`src/verilog/self_test_pkg.sv`:
```
package self_test_pkg;
   localparam int LOG_DEPTH = 20;
   localparam int IDX_W = 5;
   localparam logic [2:0] SEL_SHORT = 3'h1;
   localparam logic [2:0] SEL_EXTENDED = 3'h2;
   localparam logic [2:0] SEL_ABORT = 3'h4;
   localparam logic [3:0] RES_PASS = 4'h0;
   localparam logic [3:0] RES_HOST_ABORT = 4'h1;
   localparam logic [3:0] RES_RESET_ABORT = 4'h2;
   localparam logic [3:0] RES_FAILED = 4'h7;
   localparam logic [3:0] RES_RUNNING = 4'hF;
   localparam logic [IDX_W-1:0] COUNT_RESET = 5'h00;

   typedef struct packed {
      logic [2:0] test_sel;
      logic [3:0] result;
      logic [63:0] fail_lba;
      logic [3:0] sense_key;
      logic [7:0] asc;
      logic [7:0] ascq;
      logic [7:0] fru;
   } log_entry_t;

   typedef struct packed {
      logic [63:0] lba;
      logic [3:0] sense_key;
      logic [7:0] asc;
      logic [7:0] ascq;
      logic [7:0] fru;
   } fail_info_t;

   typedef enum logic [1:0] {
      ST_IDLE,
      ST_RUN,
      ST_SAVE
   } test_state_t;
endpackage : self_test_pkg

```
`src/verilog/self_test_results_log.sv`:
```
// How it works
// - A test start puts a new entry at index 0 and shifts older entries one place down.
// - At most 20 entries are held and the oldest falls off when a 21st would arrive.
// - The new entry's test-selection code is the code from the start command.
// - The new entry's result code starts as Fh meaning not finished.
// - Right after the new entry is made the whole log is committed to non-volatile storage.
// - On test end or abort the current entry's result is overwritten and storage updated.
// - A log read returns any of the up to 20 most recent entries.
// - The result code is 4 bits, zero for pass and nonzero naming the failure.
// - A failing test records the failing block address plus sense key, ASC, ASCQ and FRU.
// - A bus reset or bus device reset during a test ends that test.
// - The host abort code stops a running test and records result 01.
// - A stop by bus reset or bus device reset records result 02 for an interruption by reset.
// - The test-selection code is command byte 1 bits 7:5, 001b short and 010b extended.
// - Only unrecovered seek, track-follow, read or write errors count as failures.
module self_test_results_log (
   input wire logic clk_in,
   input wire logic nrst_in,
   // Host command side
   input wire logic cmd_valid_in,
   input wire logic [7:0] cmd_byte1_in,
   output logic cmd_refused_out,
   output logic test_start_out,
   output logic [2:0] test_sel_out,
   output logic test_running_out,
   // Test engine side
   input wire logic test_done_in,
   input wire logic unrecovered_err_in,
   input wire logic recovered_err_in,
   input wire self_test_pkg::fail_info_t fail_info_in,
   // Reset sources and engine stop
   input wire logic bus_reset_in,
   input wire logic device_reset_msg_in,
   output logic test_abort_out,
   // Non-volatile storage side
   output logic nv_save_out,
   input wire logic nv_done_in,
   output logic nv_busy_out,
   // Log read side
   input wire logic [4:0] rd_index_in,
   output self_test_pkg::log_entry_t rd_entry_out,
   output logic rd_valid_out,
   output logic [4:0] entry_count_out
);
   import self_test_pkg::*;

   // ************************************************
   // Log state
   // ************************************************
   // Whole log lives in one register struct; entry 0 is always the newest
   typedef struct packed {
      test_state_t state;
      log_entry_t [LOG_DEPTH-1:0] entries;
      logic [IDX_W-1:0] count;
      // Failure captured during the running test
      logic failed;
      fail_info_t info;
      logic [2:0] sel;
      logic nv_req;
      logic abort;
      logic refused;
      logic start;
      // Registered read port
      log_entry_t rd_entry;
      logic rd_valid;
   } state_t;

   state_t s_r;
   state_t s_nxt;

   logic [2:0] cmd_sel;
   logic start_req;
   logic abort_req;
   logic reset_abort;
   fail_info_t fail_pick;

   // ************************************************
   // Decode helpers
   // ************************************************
   function automatic logic is_start_code(input logic [2:0] sel);
      return (sel == SEL_SHORT) || (sel == SEL_EXTENDED);
   endfunction : is_start_code

   function automatic logic is_abort_code(input logic [2:0] sel);
      return sel == SEL_ABORT;
   endfunction : is_abort_code

   // ************************************************
   // Command decode
   // ************************************************
   assign cmd_sel = cmd_byte1_in[7:5];
   assign start_req = cmd_valid_in && is_start_code(cmd_sel);
   assign abort_req = cmd_valid_in && is_abort_code(cmd_sel);
   // Both reset kinds end a test the same way and are logged alike
   assign reset_abort = bus_reset_in || device_reset_msg_in;
   // Earliest failure wins; one arriving with the done pulse is used if none came before
   assign fail_pick = s_r.failed ? s_r.info : fail_info_in;

   // ************************************************
   // Next-state logic
   // ************************************************
   always_comb begin
      s_nxt = s_r;
      // Pulses last one cycle unless set again below
      s_nxt.nv_req = 1'b0;
      s_nxt.abort = 1'b0;
      s_nxt.refused = 1'b0;
      s_nxt.start = 1'b0;
      case (s_r.state)
         ST_IDLE: begin
            // Abort and reserved codes are dropped silently when idle
            if (start_req) begin
               for (int i = LOG_DEPTH - 1; i > 0; i--) begin
                  s_nxt.entries[i] = s_r.entries[i-1];
               end
               s_nxt.entries[0] = '0;
               s_nxt.entries[0].test_sel = cmd_sel;
               s_nxt.entries[0].result = RES_RUNNING;
               // Count saturates at the depth; the shift above already dropped the oldest
               if (s_r.count != IDX_W'(LOG_DEPTH)) begin
                  s_nxt.count = s_r.count + 5'h01;
               end

               // Fresh test starts with no failure captured
               s_nxt.sel = cmd_sel;
               s_nxt.failed = 1'b0;
               s_nxt.info = '0;
               s_nxt.start = 1'b1;
               s_nxt.nv_req = 1'b1;
               s_nxt.state = ST_RUN;
            end
         end

         ST_RUN: begin
            // First unrecovered error is kept; recovered ones are ignored
            if (unrecovered_err_in && !s_r.failed) begin
               s_nxt.failed = 1'b1;
               s_nxt.info = fail_info_in;
            end

            // Log left untouched by a refused start
            if (start_req) begin
               s_nxt.refused = 1'b1;
            end
            // Reset outranks a host abort, which outranks a normal end
            if (reset_abort) begin
               s_nxt.entries[0].result = RES_RESET_ABORT;
               s_nxt.abort = 1'b1;
               s_nxt.nv_req = 1'b1;
               s_nxt.state = ST_SAVE;
            end else if (abort_req) begin
               // Host abort only counts while a test runs
               s_nxt.entries[0].result = RES_HOST_ABORT;
               s_nxt.abort = 1'b1;
               s_nxt.nv_req = 1'b1;
               s_nxt.state = ST_SAVE;
            end else if (test_done_in) begin
               if (s_r.failed || unrecovered_err_in) begin
                  s_nxt.entries[0].result = RES_FAILED;
                  s_nxt.entries[0].fail_lba = fail_pick.lba;
                  s_nxt.entries[0].sense_key = fail_pick.sense_key;
                  s_nxt.entries[0].asc = fail_pick.asc;
                  s_nxt.entries[0].ascq = fail_pick.ascq;
                  s_nxt.entries[0].fru = fail_pick.fru;
               end else begin
                  s_nxt.entries[0].result = RES_PASS;
               end
               s_nxt.nv_req = 1'b1;
               s_nxt.state = ST_SAVE;
            end
         end

         ST_SAVE: begin
            // Wait for the final commit so a new start cannot race the save
            if (start_req) begin
               s_nxt.refused = 1'b1;
            end
            // Limitation: storage must not answer the start commit after the final request
            if (nv_done_in && !s_r.nv_req) begin
               s_nxt.state = ST_IDLE;
            end
         end

         default: begin
            s_nxt.state = ST_IDLE;
         end
      endcase

      // Read port: registered copy of the chosen entry, blank past the end
      s_nxt.rd_valid = rd_index_in < s_r.count;
      s_nxt.rd_entry = (rd_index_in < s_r.count) ? s_r.entries[rd_index_in] : '0;

      // Synchronous reset empties the log and clears every pulse
      if (!nrst_in) begin
         s_nxt = '0;
         s_nxt.state = ST_IDLE;
         s_nxt.count = COUNT_RESET;
      end
   end

   // ************************************************
   // Registers
   // ************************************************
   always_ff @(posedge clk_in) begin
      s_r <= s_nxt;
   end

   // ************************************************
   // Outputs
   // ************************************************
   assign cmd_refused_out = s_r.refused;
   assign test_start_out = s_r.start;
   assign test_sel_out = s_r.sel;
   assign test_running_out = (s_r.state == ST_RUN);
   assign test_abort_out = s_r.abort;
   assign nv_save_out = s_r.nv_req;
   assign nv_busy_out = (s_r.state == ST_SAVE);
   assign rd_entry_out = s_r.rd_entry;
   assign rd_valid_out = s_r.rd_valid;
   assign entry_count_out = s_r.count;
endmodule : self_test_results_log

```
`config.mk`:
```
export PLATFORM = sky130hd
export DESIGN_NAME = self_test_results_log
export DESIGN_NICKNAME = d
export VERILOG_FILES = /design/src/verilog/self_test_pkg.sv /design/src/verilog/self_test_results_log.sv
export SDC_FILE = /design/constraint.sdc
export NUM_CORES = 2
export LEC_CHECK = 0
export BUFFER_PORTS_ARGS = -buffer_cell sky130_fd_sc_hd__buf_2
export CAP_MARGIN = 5
export CORE_MARGIN = 2
export CORE_UTILIZATION = 25
export CTS_CLUSTER_SIZE = 25
export DETAILED_ROUTE_END_ITERATION = 8
export HOLD_SLACK_MARGIN = 0.02
export SETUP_SLACK_MARGIN = 0.05
export SLEW_MARGIN = 20
export SYNTH_ARGS = -nofsm -noshare
export SYNTH_HDL_FRONTEND = slang
export SYNTH_SLANG_ARGS = --single-unit
```
`constraint.sdc`:
```
create_clock -name clk_in -period 6.05 [get_ports clk_in]
set_clock_uncertainty 0.2 [all_clocks]
set_input_delay 1.21 -clock clk_in [delete_from_list [all_inputs] [get_ports clk_in]]
set_output_delay 1.21 -clock clk_in [all_outputs]
set_load 0.005 [all_outputs]
```
==> impl_results.md <==
- Outcome: completed
- Dominant cells by area after synthesis: dfxtp_1 48%, nand2_1 16%, a21oi_1 11%
- WS Path Type: input port to flop
- Mapped Cells: 10718
- PostCTS Resize Cnt: 0
- Share of cells above drive strength 1: 9.60%
- # rows: 221
- Vias/cell: 4.70
- Largest buffer count on any clock path: 4
- Final-report setup violation count: 0
- Slew at the pin closest to its max-slew limit: 1150 ps
- Final worst-path cycle share: 58.5%
- # H-tree levels: 4
- HP Class: flop to flop
- Maximum VDD drop: 223 µV
- Largest net degree at the start of global routing: 223
- CP required: 6460 ps
- Final max-slew violation count: 0
- Synth area leader: dfxtp_1
- Synth Register Bits: 2184
- Die Ht: 607 µm
- Cts bufs inserted: 199
- Layout Nets: 10385
- GRT Util Overall: 13.0%
- First-pass GRT wire length: 387000 µm
- Final min period: 3540 ps
- Clk slew on worst S/H paths: 70 ps
- Root Buffer: clkbuf_16
- I/O pins: 228
- Post-CTS Setup Bufs: 0
- Max-Slew Margin vs Limit: 23.1%
- Syn nets: 10841
- Achievable Freq: 0.282 GHz
- Mapped Avg Cell Area: 8.49 µm²
- CP arrival: 3950 ps
- Die Width: 607 µm
- Skew-Pair Late Insertion Delay: 850 ps
- Initial DRC Count: 6451
- Pre-CTS setup slack: 1710 ps
- Synth Warn #: 0
- Hold-fix buffers at CTS: 0
- Power Density: 284 nW/µm²
- Routed len/inst: 16.5 µm
- Die ar.: 369000 µm²
- Area delta synth->final: 11.6%
- CP Launch Type: input port
- Remaining global-route overflow: 0
- Sinks on Clock Net: 2184
- P_leak: 32.5 nW
- DR pass1 iterations: 8
- Vias: 71478
- Detailed-placement wirelength estimate: 155000 µm
- Fin Setup TNS: 0 ps
- Setup WS post-layout: 2510 ps
- Area share of the largest cell type after synthesis: 48.1%
- RSZ-0062 raised after global routing: false
- Routed Antenna Nets: 0
- Max-cap violations: 0
- CTS tree: yes
- Core Footprint: 362000 µm²
- DRC: 0
- Yosys cell types: 43
- Final WL: 251000 µm
- GPL Wtd Cong: 0.760
- Starting Density: 25.1%
- IO Port Bufs: 221
- Total power: 28.9 mW
- Filler cells: 38541
- Post-synthesis sequential area ratio: 48.1%
- Crit. End Element: flop
- Vias in the first global route: 64170
- Final Hold Viols: 0
- Worst-path maximum fanout: 69
- Cell area after synthesis: 90900 µm²
- Initial antenna violation count: 101
-- logic make-up after synthesis --
group	synth area share, %
multiplexers	13.8
AND/OR/NAND/NOR	17.1
buffers and inverters	5.54
XOR/XNOR	0.0289
flip-flops	48.1
adder cells (fa/ha/maj)	0.124
AO/OA/AOI/OAI	15.3
-- Yosys cell counts (all sizes together) --
| master | instances |
|---|---|
| nand2 | 3964 |
| nor2b | 6 |
| xor2 | 1 |
| or2 | 1 |
| and3 | 3 |
| a22oi | 198 |
| o21a | 1 |
| a2111oi | 99 |
| or3b | 1 |
| nand4 | 4 |
| o31ai | 1 |
| buf | 483 |
| ha | 9 |
| a31o | 3 |
| nand4b | 1 |
| nor4 | 2 |
| mux4 | 297 |
| a31oi | 2 |
| a211oi | 2 |
| xnor2 | 2 |
| a21oi | 1990 |
| o21ai | 9 |
| or3 | 1 |
| nand3 | 96 |
| inv | 13 |
| o221a | 2 |
| and2 | 4 |
| nor4bb | 1 |
| mux2i | 582 |
| o22ai | 99 |
| nor2 | 8 |
| or4b | 1 |
| o211ai | 4 |
| dfxtp | 2184 |
| o2bb2ai | 92 |
| clkbuf | 547 |
| nand2b | 4 |
| o32ai | 1 |
-- flip-flops by register name (all words and copies together) (netlist names) --
| signal | count |
|---|---|
| rd_entry_out | 99 |
| test_start_out | 1 |
| cmd_refused_out | 1 |
| rd_valid_out | 1 |
| s_r | 2072 |
| test_sel_out | 3 |
| test_abort_out | 1 |
| nv_save_out | 1 |
| entry_count_out | 5 |
-- final cells by class --
cell class / count / area [µm²] / area share, %
multi-input combinational: 7491 / 42300 / 41.7
clock buffer: 293 / 5860 / 5.77
inverter: 13 / 56.3 / 0.0555
antenna: 11 / 27.5 / 0.0271
tap: 4794 / 6000 / 5.91
clock inverter: 49 / 627 / 0.618
sequential: 2184 / 43700 / 43.1
timing repair buffer: 373 / 2850 / 2.81
-- worst paths after layout --
| check | from | endpoint | slack (ps) | depth (start not counted) |
|---|---|---|---|---|
| worst max-delay path | rd_index_in[0] | rd_entry_out[86] | 2510 | 5 |
| worst min-delay path | s_r[472] | s_r[571] | 240 | 2 |
| worst max register to register | s_r[2185] | s_r[891] | 2780 | 7 |
| worst min register to register | s_r[472] | s_r[571] | 240 | 2 |
-- per-stage QoR --
| stage | hold WS, ps | util, % | cells | area [µm²] |
|---|---|---|---|---|
| 3_3_place_gp | 239 | 26.2 | 14855 | 95000 |
| 3_5_place_dp | 246 | 26.2 | 14855 | 95000 |
| 2_1_floorplan | 233 | - | 10718 | 90900 |
| 6_report | 239 | 28.0 | 15208 | 101000 |
| 5_1_grt | 262 | 28.0 | 15199 | 101000 |
| 4_1_cts | 236 | 28.0 | 15197 | 101000 |
-- power by group --
group	internal, mW	switching, mW	total, mW	leakage [nW]
Combinational	0.400	1.23	1.63	11.7
Sequential	14.4	0.0461	14.4	17.6
Clock	7.27	5.53	12.8	3.19
Total	22.1	6.81	28.9	32.5
-- worst max-delay path, cell delays in order --
cell	delay, ps
buf_8	580
buf_4	510
mux4_2	340
o22ai_1	190
a2111oi_0	990
-- routing by layer --
layer / vias to the layer above / track usage (%) / share of wire, %
met4: 84 / 3.47 / 2.3
met5: - / 0 / 0.20
met2: 1440 / 19.8 / 43
met1: 34250 / 18.7 / 48
met3: 350 / 2.45 / 6.0
li1: 35354 / - / -
-- layout by cell type, fill, tap and decap left out, drive strengths merged, types with 5 or more instances in the layout --
cell / n
a2111oi: 99
a21oi: 1990
a22oi: 198
buf: 373
bufinv: 14
clkbuf: 293
clkinv: 29
clkinvlp: 5
dfxtp: 2184
diode: 11
ha: 9
inv: 14
mux2i: 582
mux4: 297
nand2: 3964
nand3: 96
nor2: 8
nor2b: 6
o21ai: 9
o22ai: 99
o2bb2ai: 92
No activity file was read; power rests on OpenSTA's default activity.
